**src/include/ras_regs.svh**
```systemverilog
// Constants of the return address stack: widths, indices, reset values.
// Assumes inclusion by bare name from packages and modules.
`ifndef RAS_REGS_SVH
`define RAS_REGS_SVH

// Width of one stored return address
`define RAS_ENTRY_WIDTH   16
// Number of index positions the pointer can reach
`define RAS_DEPTH         16
// Width of the index pointer
`define RAS_PTR_WIDTH     4
// Pointer after reset: top index, so the first save lands in entry 0
`define RAS_PTR_RESET     4'hF
// Index with no storage behind it
`define RAS_TOP_INDEX     4'hF
// Value returned when the top index is read
`define RAS_UNDEF_VALUE   16'h0000
// Step of the pointer on a save or restore
`define RAS_PTR_STEP      4'h1
// Program counter value after reset
`define RAS_PC_RESET      16'h0000

`endif

```
**src/include/ras_pkg.sv**
```systemverilog
// Types shared by the return address stack modules.
// Assumes ras_regs.svh is on the include path.
`include "ras_regs.svh"

package ras_pkg;

    typedef logic [`RAS_ENTRY_WIDTH-1:0] ras_addr_t;
    typedef logic [`RAS_PTR_WIDTH-1:0]   ras_ptr_t;

    // Sequencing state, one-hot
    typedef enum logic [1:0] {
        RAS_IDLE  = 2'b01,
        RAS_TABLE = 2'b10
    } ras_state_t;

endpackage

```
**src/include/ras_file_if.sv**
```systemverilog
// Interface between the stack control and the entry storage.
// Assumes ras_pkg is compiled first; single clock domain.
`timescale 1ns/1ps

interface ras_file_if;
    import ras_pkg::*;

    logic      wr_en;
    ras_ptr_t  wr_idx;
    ras_addr_t wr_data;
    ras_ptr_t  rd_idx;
    ras_addr_t rd_data;

    modport ctrl  (output wr_en, output wr_idx, output wr_data,
                   output rd_idx, input rd_data);
    modport store (input wr_en, input wr_idx, input wr_data,
                   input rd_idx, output rd_data);
endinterface

```
**src/logic/ras_top.sv**
```systemverilog
// Return address stack: index pointer, save and restore control.
// Assumes call, interrupt, table and return strobes come from core
// sequencing logic on i_clk, one cycle each.
//
// Notes on behaviour
// - Entry read or written is chosen only by the stack pointer value.
// - A subroutine call stores its return address in the pointed entry.
// - An accepted interrupt stores the interrupted address likewise.
// - Table reference parks the program counter in an entry, then restores.
// - Sixteen index positions 0H to FH, each entry sixteen bits wide.
// - Index FH has no storage; reading it gives the fixed value 0000H.
// - The pointer is a four-bit binary counter over all sixteen positions.
// - The pointer can be read and written directly by instructions.
`timescale 1ns/1ps
`include "ras_regs.svh"

module ras_top #(
    parameter int DEPTH = `RAS_DEPTH
) (
    input  wire logic              i_clk,
    input  wire logic              i_reset_n,
    input  wire logic              i_call,
    input  wire logic              i_irq_accept,
    input  wire logic              i_table_ref,
    input  wire logic              i_table_done,
    input  wire logic              i_ret,
    input  wire logic              i_ptr_write,
    input  wire ras_pkg::ras_ptr_t  i_ptr_wdata,
    input  wire ras_pkg::ras_addr_t i_return_addr,
    output ras_pkg::ras_ptr_t      o_entry_index_pointer,
    output ras_pkg::ras_addr_t     o_pc_value,
    output logic                   o_pc_load,
    output logic                   o_table_busy
);
    import ras_pkg::*;

    ras_file_if file_bus ();

    ras_ptr_t   entry_index_pointer;
    ras_ptr_t   next_entry_index_pointer;
    ras_state_t state;
    ras_state_t next_state;
    ras_addr_t  pc_value;
    logic       pc_load;
    logic       table_start;
    logic       table_end;
    logic       push_req;
    logic       pop_req;
    logic       push_go;
    logic       pop_go;

    // Table reference opens only from idle and closes only inside it
    assign table_start = i_table_ref && (state == RAS_IDLE);
    assign table_end   = i_table_done && (state == RAS_TABLE);

    // Save and restore requests; direct pointer write has priority,
    // then restore, then save
    assign push_req = i_call || i_irq_accept || table_start;
    assign pop_req  = i_ret || table_end;
    assign pop_go   = pop_req && !i_ptr_write;
    assign push_go  = push_req && !i_ptr_write && !pop_req;

    // Next pointer: four-bit binary counter that wraps FH to 0H
    always_comb begin
        if (i_ptr_write) begin
            next_entry_index_pointer = i_ptr_wdata;
        end else if (pop_go) begin
            next_entry_index_pointer =
                entry_index_pointer - `RAS_PTR_STEP;
        end else if (push_go) begin
            next_entry_index_pointer =
                entry_index_pointer + `RAS_PTR_STEP;
        end else begin
            next_entry_index_pointer = entry_index_pointer;
        end
    end

    // Pointer register
    always_ff @(posedge i_clk) begin
        if (!i_reset_n) begin
            entry_index_pointer <= `RAS_PTR_RESET;
        end else begin
            entry_index_pointer <= next_entry_index_pointer;
        end
    end

    // Save goes to the entry the pointer moves onto
    assign file_bus.wr_en   = push_go;
    assign file_bus.wr_idx  = next_entry_index_pointer;
    assign file_bus.wr_data = i_return_addr;
    // Read always at the current pointer
    assign file_bus.rd_idx  = entry_index_pointer;

    ras_file #(
        .DEPTH (DEPTH)
    ) u_file (
        .i_clk   (i_clk),
        .port_io (file_bus.store)
    );

    // Table reference sequencing
    always_comb begin
        next_state = state;
        case (state)
            RAS_IDLE: begin
                if (table_start && push_go) begin
                    next_state = RAS_TABLE;
                end
            end
            RAS_TABLE: begin
                if (table_end && pop_go) begin
                    next_state = RAS_IDLE;
                end
            end
            default: begin
                next_state = RAS_IDLE;
            end
        endcase
    end

    always_ff @(posedge i_clk) begin
        if (!i_reset_n) begin
            state <= RAS_IDLE;
        end else begin
            state <= next_state;
        end
    end

    // Program counter restore from the pointed entry
    always_ff @(posedge i_clk) begin
        if (!i_reset_n) begin
            pc_value <= `RAS_PC_RESET;
            pc_load  <= 1'b0;
        end else begin
            pc_load <= pop_go;
            if (pop_go) begin
                pc_value <= file_bus.rd_data;
            end
        end
    end

    assign o_entry_index_pointer = entry_index_pointer;
    assign o_pc_value            = pc_value;
    assign o_pc_load             = pc_load;
    assign o_table_busy          = (state == RAS_TABLE);
endmodule

```
**src/logic/ras_file.sv**
```systemverilog
// Storage of the return entries, indexed by the stack pointer.
// Assumes write requests come from ras_top on the same clock.
`timescale 1ns/1ps
`include "ras_regs.svh"

module ras_file #(
    parameter int DEPTH = `RAS_DEPTH
) (
    input  wire logic  i_clk,
    ras_file_if.store  port_io
);
    import ras_pkg::*;

    // Only DEPTH-1 entries are backed; the top index has none
    ras_addr_t return_entry [DEPTH-1];

    // One write port per backed entry
    genvar g;
    generate
        for (g = 0; g < DEPTH - 1; g++) begin : g_entry
            always_ff @(posedge i_clk) begin
                if (port_io.wr_en && port_io.wr_idx == ras_ptr_t'(g)) begin
                    return_entry[g] <= port_io.wr_data;
                end
            end
        end
    endgenerate

    // Read selected purely by index; top index reads a fixed value
    always_comb begin
        if (port_io.rd_idx == `RAS_TOP_INDEX) begin
            port_io.rd_data = `RAS_UNDEF_VALUE;
        end else begin
            port_io.rd_data = return_entry[port_io.rd_idx];
        end
    end

endmodule

```
**config.mk**
```make
export PLATFORM = sky130hd
export DESIGN_NAME = ras_top
export DESIGN_NICKNAME = d
export VERILOG_FILES = /design/src/include/ras_pkg.sv /design/src/include/ras_file_if.sv /design/src/logic/ras_top.sv /design/src/logic/ras_file.sv
export VERILOG_INCLUDE_DIRS = /design/src /design/src/include
export SDC_FILE = /design/constraint.sdc
export NUM_CORES = 1
export LEC_CHECK = 0
export ABC_AREA = 1
export BUFFER_PORTS_ARGS = -buffer_cell sky130_fd_sc_hd__buf_2
export CORE_ASPECT_RATIO = 0.5
export CORE_MARGIN = 3
export CORE_UTILIZATION = 66
export CTS_BUF_LIST = sky130_fd_sc_hd__clkbuf_4 sky130_fd_sc_hd__clkbuf_8 sky130_fd_sc_hd__clkbuf_16
export CTS_CLUSTER_SIZE = 25
export DETAILED_ROUTE_END_ITERATION = 8
export PLACE_DENSITY = 0.88
export SYNTH_ARGS = -nofsm -noshare
export SYNTH_HDL_FRONTEND = slang
export SYNTH_SLANG_ARGS = --single-unit
```
**constraint.sdc**
```tcl
create_clock -name i_clk -period 5.6 [get_ports i_clk]
set_input_delay 1.12 -clock i_clk [delete_from_list [all_inputs] [get_ports i_clk]]
set_output_delay 1.12 -clock i_clk [all_outputs]
set_load 0.1 [all_outputs]
```
# Word-level counts from Yosys, hierarchy flattened
# Memory sizes are Yosys's and may differ from the RTL's. A register that Yosys moved wholly into a read port is not among the register bits.
# Index checks and enable logic that the tools add are counted.
dict set report op_classes {
  n_addsub 2
  n_eq_ne 19
  mux 80
  reduce_logical 43
}
# op count
set ops {}
lappend ops {{2-to-1 mux 16 bit} 15}
lappend ops {{OR reduction 16 bit} 14}
lappend ops {{2-to-1 mux 4 bit} 18}
lappend ops {{2-to-1 mux 1 bit} 44}
lappend ops {{== test 4 bit, second input constant} 8}
lappend ops {{logical AND 1 bit} 22}
lappend ops {{== test 4 x 3 -> 1 bit, second input constant} 4}
lappend ops {{== test 4 x 2 -> 1 bit, second input constant} 2}
lappend ops {{adder 4 x 1 -> 4 bit, second input constant} 1}
lappend ops {{== test 4 x 1 -> 1 bit, second input constant} 1}
lappend ops {{logical NOT 4 bit} 1}
lappend ops {{2-to-1 mux 2 bit} 2}
lappend ops {{inequality test 2 x 1 -> 1 bit, second input constant} 2}
lappend ops {{one-hot mux 2 bit (2 select lines)} 1}
lappend ops {{subtractor 4 x 1 -> 4 bit, second input constant} 1}
lappend ops {{logical OR 1 bit} 3}
lappend ops {{== test 2 x 1 -> 1 bit, second input constant} 1}
lappend ops {{== test 2 bit, second input constant} 1}
lappend ops {{logical NOT 1 bit} 2}
lappend ops {{AND reduction 2 bit} 1}
dict set report word_totals {
  reg_bits 23
  ram_bits 240
  inputBits 28
  elab_cells 149
  memories 1
}
# name depth word_bits rd rd_ports_with_merged_regs wr line
set memory_table {}
lappend memory_table {u_file.return_entry 15 16 1 1 1 ras_file.sv:15} ;# ras_addr_t return_entry [DEPTH-1];

# Depth between registers and ports, before layout
# Gate-level depths: netlist (run 1).
dict set report logic_depth {
  word_depth 27
  depth_mapped 12
}

# Hierarchy
# Synthesis (run 1) repeated with hierarchy kept, for this count alone.
dict set report unflattened {
  cells_unflattened 1072
  hier_area_um2 11154.4
}
# module n_inst cells_each area_per_inst_um2 seq_area_each_um2
set by_module_without_submodules {}
lappend by_module_without_submodules {ras_file 1 930 10134.7 7206.9}
lappend by_module_without_submodules {ras_top 1 142 1019.7 460.4}

# Worst setup path before layout (run 1)
# No wires, ideal clock.
dict set report synth_path {
  path_kind {register -> register}
  startpoint {register entry_index_pointer[1], in the netlist o_entry_index_pointer[1]}
  endpoint {memory u_file.return_entry[1][0] (netlist bit), enable pin}
  setup_ns 0.388
  arrival_time_ns 2.967
  slack_ns 2.245
  stages_incl_launch_ff 11
  path_buffers 2
  synth_period_minus_slack_ns 3.355
  cell_sequence {dfxtp_1 buf_4 inv_4 buf_2 ha_1 inv_1 a21oi_1 nand3_2 nand2_4 nand3_1 nor2_1}
}
dict set report synth_between {
  elab_chain_len 23
  word_cells_on_any_way 107
  cone_classes {2 x add/sub; 14 x eq/ne; 61 x mux; 30 x reduce/logical}
}
# element line
set synth_rtl {}
lappend synth_rtl {{from (decl)} ras_top.sv:39} ;# ras_ptr_t entry_index_pointer;
lappend synth_rtl {{from (signal assigned)} ras_top.sv:81} ;# entry_index_pointer <= `RAS_PTR_RESET;
lappend synth_rtl {{from (signal assigned)} ras_top.sv:83} ;# entry_index_pointer <= next_entry_index_pointer;
lappend synth_rtl {{adder 4 x 1 -> 4 bit (no source line)} --}
lappend synth_rtl {{2-to-1 mux 4 bit} ras_top.sv:70} ;# end else if (push_go) begin
lappend synth_rtl {{2-to-1 mux 4 bit (*)} ras_top.sv:67} ;# end else if (pop_go) begin
lappend synth_rtl {{2-to-1 mux 4 bit (*)} ras_top.sv:65} ;# if (i_ptr_write) begin
lappend synth_rtl {{== test 4 x 1 -> 1 bit} ras_file.sv:22} ;# if (port_io.wr_en && port_io.wr_idx == ras_ptr_t'(g)) begin
lappend synth_rtl {{logical AND 1 bit} ras_file.sv:22}
lappend synth_rtl {{2-to-1 mux 1 bit} ras_file.sv:22}
lappend synth_rtl {{2-to-1 mux 1 bit (not written as such)} ras_file.sv:23} ;# return_entry[g] <= port_io.wr_data;
lappend synth_rtl {{OR reduction 16 bit (no source line)} --}
lappend synth_rtl {{2-to-1 mux 4 bit (no source line) / 2-to-1 mux 1 bit (equally long branches) (14 in a row)} --}
lappend synth_rtl {{to (decl)} ras_file.sv:15}
# Every way passes the cells marked *; elsewhere a longest branch is shown, timed or not.

# Worst setup path in the final report (run 1)
dict set report layout_path {
  startpoint {register entry_index_pointer[0], in the netlist o_entry_index_pointer[0]}
  endpoint {output o_entry_index_pointer[0]}
}
# element line
set layout_rtl {}
lappend layout_rtl {{to (decl)} ras_top.sv:30} ;# output ras_pkg::ras_ptr_t o_entry_index_pointer,
# No word-level cell between the ends.

==> results.toml, run 1 <==
[outcome]
status = "finished, final reports clean"

[global_routing]
antenna_found_initial = 0
track_usage = 0.282
grt_max_degree = 97
grt_pass1_vias = 6812
grt_first_pass_wirelength_um = 38100
grt_overflow_total = 0

[drt]
drt-pass1-iter-count = 6
drt_iter0_markers = 867
via_count = 7062
antenna_left = 0
drc_errors = 0
vias_per_cell = 6.08
drt-wirelength-per-cell_um = 21.8
drt-total-wl_um = 25300

[worst_setup_path]
path_class = "flop to output port"
cp_slowest_stage_delay_ns = 0.85
r2r_slack_ns = 2.08
crit_fanout = 96
cp-end-kind = "output port"
start_kind = "flop"
critPathSlowestCell = "buf_4"
crit_chain = "buf_4, buf_2"
crit_arrival_ns = 2.60
required_ns = 4.48

[clock_network]
post_cts_resized = 0
cts_tree = "done"
cts.sinks = 263
clk_pin_slew_ns = 0.07
clkLatencyLatePin_ns = 0.50
ctsHoldBuffers = 0
cts_max_level = 1
cts_setup_buffers = 0
clk_path_buf_depth = 3
clockRootBuffer = "clkbuf_16"
numCtsBuffers = 22

[power_and_ir_drop]
internal-power_mw = 3.12
p_sw_frac = 0.240
p_per_area_nw_per_um2 = 351
p_comb_frac = 0.097
p_leak_nw = 4.08
p_sw_uw = 988
power_frac_seq = 0.530
p_clk_frac = 0.373
ir_drop_uv = 225

[synthesis]
netlist_area_um2 = 10700
yosysUniqueCellTypes = 34
ys_ff_latch = 263
synth_fp_nets = 931
synth_largest_area_cell = "edfxtp_1"
synth_warnings = 0
netlist_top_cells_area = "edfxtp_1 67%, nand3_1 7.1%, nand2_1 6.4%"
yosys.area.top_type_share = 0.671
avgSynthCellArea_um2 = 11.9
synth_cells = 901
synth_seq_area_share = 0.714

[finish]
areaGrowthSynthToFinish_pct = 9.16
fin_util = 0.749
final_layout_size_suffix_gt1_frac = 0.144
diodes = 0
finalNetCount = 954

[sta]
setup_slack_ns = 1.88
final-setup-viol-count = 0
min_period_over_period = 0.665
slew_violations = 0
setup_tns_ns = 0
clock.fmax_ghz = 0.269
clock_skew_ns = 0.00973
max-slew-margin-rel = 0.228
fin_crit_ns = 3.72
finalHoldViolCount = 0
max_slew.worst_pin.slew_ns = 1.16
rsz0062_at_grt = "false"

[floorplan]
dieWidth_um = 186
dieArea_um2 = 17900
start_util = 0.686
num_rows = 32
ios = 50
die_h_um = 96.2
core_area_um2 = 15700

[place]
pre_cts_ws_ns = 2.16
gp_congestion = 0.869
place_hpwl_um = 15500
portBuffers = 49

[flow_run]
drv_cap = 0

[worst_hold_path]
hold_path.class = "flop to flop"
[logic make-up after synthesis]
family / share of synthesized area
AND/OR/NAND/NOR: 0.177
AO/OA/AOI/OAI: 0.0630
adder cells (fa/ha/maj): 0.00233
XOR/XNOR: 0.00163
buffers and inverters: 0.0423
flip-flops: 0.714
[routing by layer]
layer,up-vias,global-route usage,part of all wire
met5,-,0,0
met4,0,0.0987,0.030
met3,66,0.0582,0.10
met2,385,0.472,0.48
met1,3376,0.379,0.39
li1,3235,-,-
[metrics by stage]
step	total power, mW	cell area, um2	std cells	hold slack (ns)
6_report	4.11	11700	1161	0.467
2_1_floorplan	2.50	10700	901	0.563
5_1_grt	4.22	11700	1161	0.487
3_3_place_gp	2.60	11000	1121	0.454
3_5_place_dp	2.61	11000	1121	0.456
4_1_cts	4.11	11700	1161	0.466
[registers in the layout, indices dropped and copies added, names as in the netlist]
signal / flops
state: 2
o_pc_load: 1
u_file.return_entry: 240
o_entry_index_pointer: 4
o_pc_value: 16
[final cells by class]
class                           instances  area [um2]
Sequential cell                       263        7670
Fill cell                             944        3930
Multi-Input combinational cell        553        2650
Clock buffer                           28         613
Tap cell                              221         277
Timing Repair Buffer                   53         275
Inverter                               31         123
Clock inverter                         12         108
[synth_stat cells, drive strengths merged]
cell    instances
edfxtp        240
nand2         194
nand3         158
nor2           72
o21ai          67
buf            44
a21oi          37
inv            28
dfxtp          23
o211ai         16
clkbuf         10
clkinv          3
ha              2
or2             2
a31oi           1
nand3b          1
nor3            1
xnor2           1
xor2            1
[cell usage in the layout (no fill, tap or decap)]
master / count
dfxtp_1: 21
or2_4: 1
nor3_2: 1
a21oi_1: 35
o211ai_1: 16
nand2_4: 3
ha_1: 2
nor2_1: 55
a21oi_2: 1
or2_2: 1
o21ai_0: 39
bufinv_16: 2
nand2_2: 7
buf_4: 4
nand3_1: 152
xnor2_1: 1
a21oi_4: 1
dfxtp_4: 1
inv_4: 2
inv_1: 24
clkbuf_16: 23
clkinv_2: 6
a31oi_4: 1
clkinvlp_4: 1
dfxtp_2: 1
clkbuf_4: 5
o21ai_1: 28
nand3_2: 6
inv_2: 2
nand2_1: 184
edfxtp_1: 240
nand3b_1: 1
nor2_2: 17
xor2_1: 1
buf_2: 49
clkinv_1: 6
[worst max-delay path: cells and delay by family (launching register included)]
| kind | cells | cell delay, ns |
|---|---|---|
| DFF | 1 | 0.61 |
| buffers and inverters | 2 | 1.42 |
[final timing paths]
kind | cells past startpoint | to | start
worst max-delay path | 2 | o_entry_index_pointer[0] | o_entry_index_pointer[0]
worst min-delay path | 2 | o_pc_value[8] | o_pc_value[8]
worst max register to register | 6 | u_file.return_entry[13][9] | o_entry_index_pointer[3]
worst min register to register | 2 | o_pc_value[8] | o_pc_value[8]
[power groups by stage]
stage	combinational (mW)	sequential (mW)	clock, mW
after global routing	0.427	2.18	1.61
after CTS	0.393	2.18	1.53
after floorplan	0.221	2.28	0
after detailed placement	0.389	2.22	0
final	0.398	2.18	1.53
after global placement	0.382	2.22	0
Power figures use the tool's default switching activity.
==> run 2, diff against run 1 <==
CORE_UTILIZATION = 55   (was 66)
PLACE_DENSITY = 0.78   (was 0.88)
clock period = 3.08 ns   (was 5.6 ns; I/O delays follow)
==> run 2 against run 1 <==
  * Worst hold slack got worse by 0.11 ns
  * Clock skew about the same
  * Via count grew 4.0%
  * Non-clock buffer count grew 29
  * Flip-flop and latch count unchanged
  * Sequential share of layout area is 1.6 points lower
  * Clock power rose by 84%
  * Highest routed layer unchanged
  * Power up 83%
  * Worst setup slack worse by 1.3 ns
==> results.toml, run 2 (synthesis results as in run 1) <==
[outcome]
status = "finished, final reports clean"

[global_routing]
grt_max_degree = 109
grt_first_pass_wirelength_um = 40800
antenna_found_initial = 0
grt_overflow_total = 0
track_usage = 0.250
grt_pass1_vias = 7173

[worst_setup_path]
path_class = "flop to flop"
critPathBufInv = 1
crit_arrival_ns = 2.74
crit_chain = "ha_1, xnor2_1, nand3_1, nand3_2, nand2_1, nand2_2, nand2_2, nor2_2, buf_12"
cp-end-kind = "flop"
start_kind = "flop"
cp_slowest_stage_delay_ns = 0.55
critPathSlowestCell = "dfxtp_4"
path_common_cell = "nand2_2"
crit_fanout = 27
crit_family = "simple AND/OR/NAND/NOR gates"
required_ns = 3.31

[drt]
vias_per_cell = 5.97
drc_errors = 0
via_count = 7345
antenna_left = 0
drt-total-wl_um = 26600
drt-pass1-iter-count = 6
drt-wirelength-per-cell_um = 21.6
drt_iter0_markers = 959

[finish]
regMostFlops = "u_file.return_entry"
final_layout_size_suffix_gt1_frac = 0.172
diodes = 0
fin_util = 0.639
largest_reg_flops = 240
fin_area_um2 = 12000
final_cell_mix = "240 x edfxtp_1, 184 x nand2_1, 152 x nand3_1, 56 x nor2_1, 49 x buf_2"
n_fill_cell = 1353
seqCellArea_um2 = 7670
final_common_cell = "edfxtp_1"
multi_input_comb_area_um2 = 2650
finalNetCount = 984
areaGrowthSynthToFinish_pct = 11.9

[sta]
max-slew-margin-rel = 0.306
finalHoldViolCount = 0
max_slew.worst_pin.slew_ns = 1.04
setup_tns_ns = 0
final-setup-viol-count = 0
min_period_over_period = 0.815
fin_crit_ns = 2.51
clock_skew_ns = 0.00967
clock.fmax_ghz = 0.399
setup_slack_ns = 0.571
slew_violations = 0
rsz0062_at_grt = "false"

[floorplan]
die_h_um = 105
dieWidth_um = 204
ios = 50
num_rows = 35
start_util = 0.572
dieArea_um2 = 21300
core_area_um2 = 18800

[flow_run]
drv_cap = 0

[clock_network]
post_cts_resized = 0
clockRootBuffer = "clkbuf_16"
clk_path_buf_depth = 3
numCtsBuffers = 23
clkLatencyLatePin_ns = 0.52
cts_setup_buffers = 0
cts_max_level = 1
ctsHoldBuffers = 0
cts_tree = "done"
cts.sinks = 263
clk_pin_slew_ns = 0.07

[place]
gp_congestion = 0.915
portBuffers = 49
placed_cell_area_um2 = 11300
pre_cts_ws_ns = 0.422
place_hpwl_um = 16400

[power_and_ir_drop]
ir_drop_uv = 392
p_per_area_nw_per_um2 = 626
p_leak_nw = 4.25

[worst_hold_path]
hold_path.class = "input port to flop"
[run 2: changes by cell type in the layout (fill, tap and decap cells not counted), sizes merged]
cell / previous run / this run
clkbuf: 28 / 30
buf: 53 / 82
bufinv: 2 / 1
inv: 28 / 30
clkinvlp: 1 / 0
[run 2: path summary, 6_finish.rpt]
kind,startpoint,to,slack (ns),depth (start not counted)
min reg2reg,o_pc_value[15],o_pc_value[15],0.46,2
min,i_reset_n,o_entry_index_pointer[2],0.36,2
max reg2reg,o_entry_index_pointer[0],u_file.return_entry[3][13],0.57,9
max,o_entry_index_pointer[0],u_file.return_entry[3][13],0.57,9
[run 2: area by class of cell]
cell class,instances,area share
timing repair buffer,82,0.0431
sequential,263,0.639
clock inverter,12,0.00781
inverter,31,0.0102
multi-input combinational,553,0.221
tap,259,0.0270
clock buffer,30,0.0523
[run 2: stage by stage]
| stage | hold WS (ns) | instances | power, mW |
|---|---|---|---|
| finish | 0.360 | 1230 | 7.51 |
| global route | 0.345 | 1230 | 7.73 |
| CTS | 0.344 | 1230 | 7.51 |
| detailed placement | 0.455 | 1188 | 4.77 |
| global placement | 0.453 | 1188 | 4.75 |
| floorplan | 0.563 | 901 | 4.55 |
[run 2: power breakdown]
group | switching (mW) | internal, mW
registers | 0.0273 | 3.93
logic | 0.566 | 0.177
clock network | 1.27 | 1.54
[run 2: layer usage]
layer  vias up  global-route usage  part of all wire
li1       3294                   -                 -
met1      3507               0.363              0.40
met2       478               0.371              0.45
met3        66              0.0654              0.12
met4         0              0.0864             0.031
met5         -                   0                 0
==> run 3, diff against run 2 <==
CORE_UTILIZATION = 61   (was 55)
PLACE_DENSITY = 0.82   (was 0.78)
clock period = 2.6 ns   (was 3.08 ns; I/O delays follow)
==> run 3 against run 2 <==
  * Worst hold slack lost 0.078 ns
  * Sequential power up 18%
  * Design area up 0.39%
  * Fmax is 1.8% higher
  * Combinational power rose by 19%
  * Largest cell class unchanged
  * Highest routed layer unchanged
==> results.toml, run 3 (synthesis results as in run 1) <==
[drt]
drc_errors = 0
drt-total-wl_um = 26100
via_count = 7394
antenna_left = 0
vias_per_cell = 6.20
drt-pass1-iter-count = 6
drt-wirelength-per-cell_um = 21.9
drt_iter0_markers = 1179

[place]
portBuffers = 49
gp_congestion = 0.881
pre_cts_ws_ns = 0.157
placed_cell_area_um2 = 11300
place_hpwl_um = 15900

[sta]
setup_tns_ns = 0
finalHoldViolCount = 0
max_slew.worst_pin.slew_ns = 0.894
rsz0062_at_grt = "false"
max-slew-margin-rel = 0.404
min_period_over_period = 0.948
clock.fmax_ghz = 0.406
fin_crit_ns = 2.46
slew_violations = 0
hold_slack_ns = 0.282
clock_skew_ns = 0.0168
setup_slack_ns = 0.136
final-setup-viol-count = 0

[power_and_ir_drop]
p_clk_frac = 0.372
power_frac_seq = 0.528
p_leak_nw = 4.24
internal-power_mw = 6.74
p_comb_frac = 0.099
p_sw_frac = 0.241
finalPower_mw = 8.88
p_per_area_nw_per_um2 = 737
p_sw_mw = 2.14
ir_drop_uv = 482

[finish]
n_fill_cell = 1023
final_cell_mix = "240 x edfxtp_1, 184 x nand2_1, 152 x nand3_1, 55 x nor2_1, 49 x buf_2"
seqCellArea_um2 = 7680
diodes = 0
largest_reg_flops = 240
regMostFlops = "u_file.return_entry"
final_common_cell = "edfxtp_1"
fin_area_um2 = 12100
areaGrowthSynthToFinish_pct = 12.3
finalNetCount = 979
final_layout_size_suffix_gt1_frac = 0.172
multi_input_comb_area_um2 = 2670

[floorplan]
core_area_um2 = 16800
dieArea_um2 = 19300
die_h_um = 99.8
ios = 50
num_rows = 33
start_util = 0.639
dieWidth_um = 194

[worst_setup_path]
crit_fanout = 68
crit_arrival_ns = 2.88
required_ns = 3.02
path_class = "flop to flop"
cp-end-kind = "flop"
start_kind = "flop"

[global_routing]
antenna_found_initial = 0
grt_overflow_total = 0
grt_max_degree = 84
grt_pass1_vias = 6985
grt_first_pass_wirelength_um = 39900
track_usage = 0.271

[clock_network]
numCtsBuffers = 23
clockRootBuffer = "clkbuf_16"
clk_path_buf_depth = 3
ctsHoldBuffers = 0
clkLatencyLatePin_ns = 0.51
post_cts_resized = 0
cts_max_level = 1
cts_tree = "done"
clk_pin_slew_ns = 0.07
cts.sinks = 263
cts_setup_buffers = 0

[outcome]
status = "finished, final reports clean"

[flow_run]
drv_cap = 0

[worst_hold_path]
hold_path.class = "input port to flop"
## run 3: cell types whose count changed in the layout (fill, tap and decap cells not counted), moves of 2 or more
cell / delta
clkbuf_4: +3
buf_12: +7
nor2_4: +3
nor2_2: -2
dfxtp_1: -2
buf_4: -12
clkbuf_8: +4
clkinv_2: -5
clkinv_1: -2
## run 3: worst paths after layout
path                                   end  cells after the start                      from  slack, ns
hold reg to reg             o_pc_value[15]                      2            o_pc_value[15]       0.47
hold / removal    o_entry_index_pointer[2]                      2                 i_reset_n       0.28
setup / recovery             o_pc_value[7]                     10  o_entry_index_pointer[0]       0.14
setup reg to reg             o_pc_value[7]                     10  o_entry_index_pointer[0]       0.14
## run 3: layer usage
metal	GRT usage	wire length, um
met3	0.0550	3110
met4	0.0872	763
met2	0.424	11800
met1	0.391	10400
met5	0	0
## run 3: metrics by stage
step / util / instances
after global placement: 0.674 / 1151
final: 0.717 / 1192
after detailed placement: 0.674 / 1151
after floorplan: - / 901
after global routing: 0.717 / 1192
after CTS: 0.717 / 1192
## run 3: cell type report
class | count | area share
timing repair buffer | 77 | 0.0471
tap | 227 | 0.0236
sequential | 263 | 0.637
clock inverter | 4 | 0.00249
clock buffer | 37 | 0.0585
inverter | 31 | 0.0102
multi-input combinational | 553 | 0.221
## run 3: worst max-delay path, cell delays in order (launching register included)
cell,delay [ns]
dfxtp_4,0.37
buf_4,0.25
buf_4,0.60
nor2_1,0.14
nor2_1,0.10
o21ai_0,0.13
o21ai_1,0.20
nand2_1,0.09
nand3_1,0.13
nand3_1,0.11
a21oi_1,0.16
## run 3: power groups by stage
stage,Combinational (mW),Clock (mW),Sequential (mW)
after floorplan,0.484,0,4.91
final,0.883,3.31,4.69
after global routing,0.948,3.49,4.70
after detailed placement,0.863,0,4.78
after CTS,0.872,3.32,4.69
after global placement,0.836,0,4.78
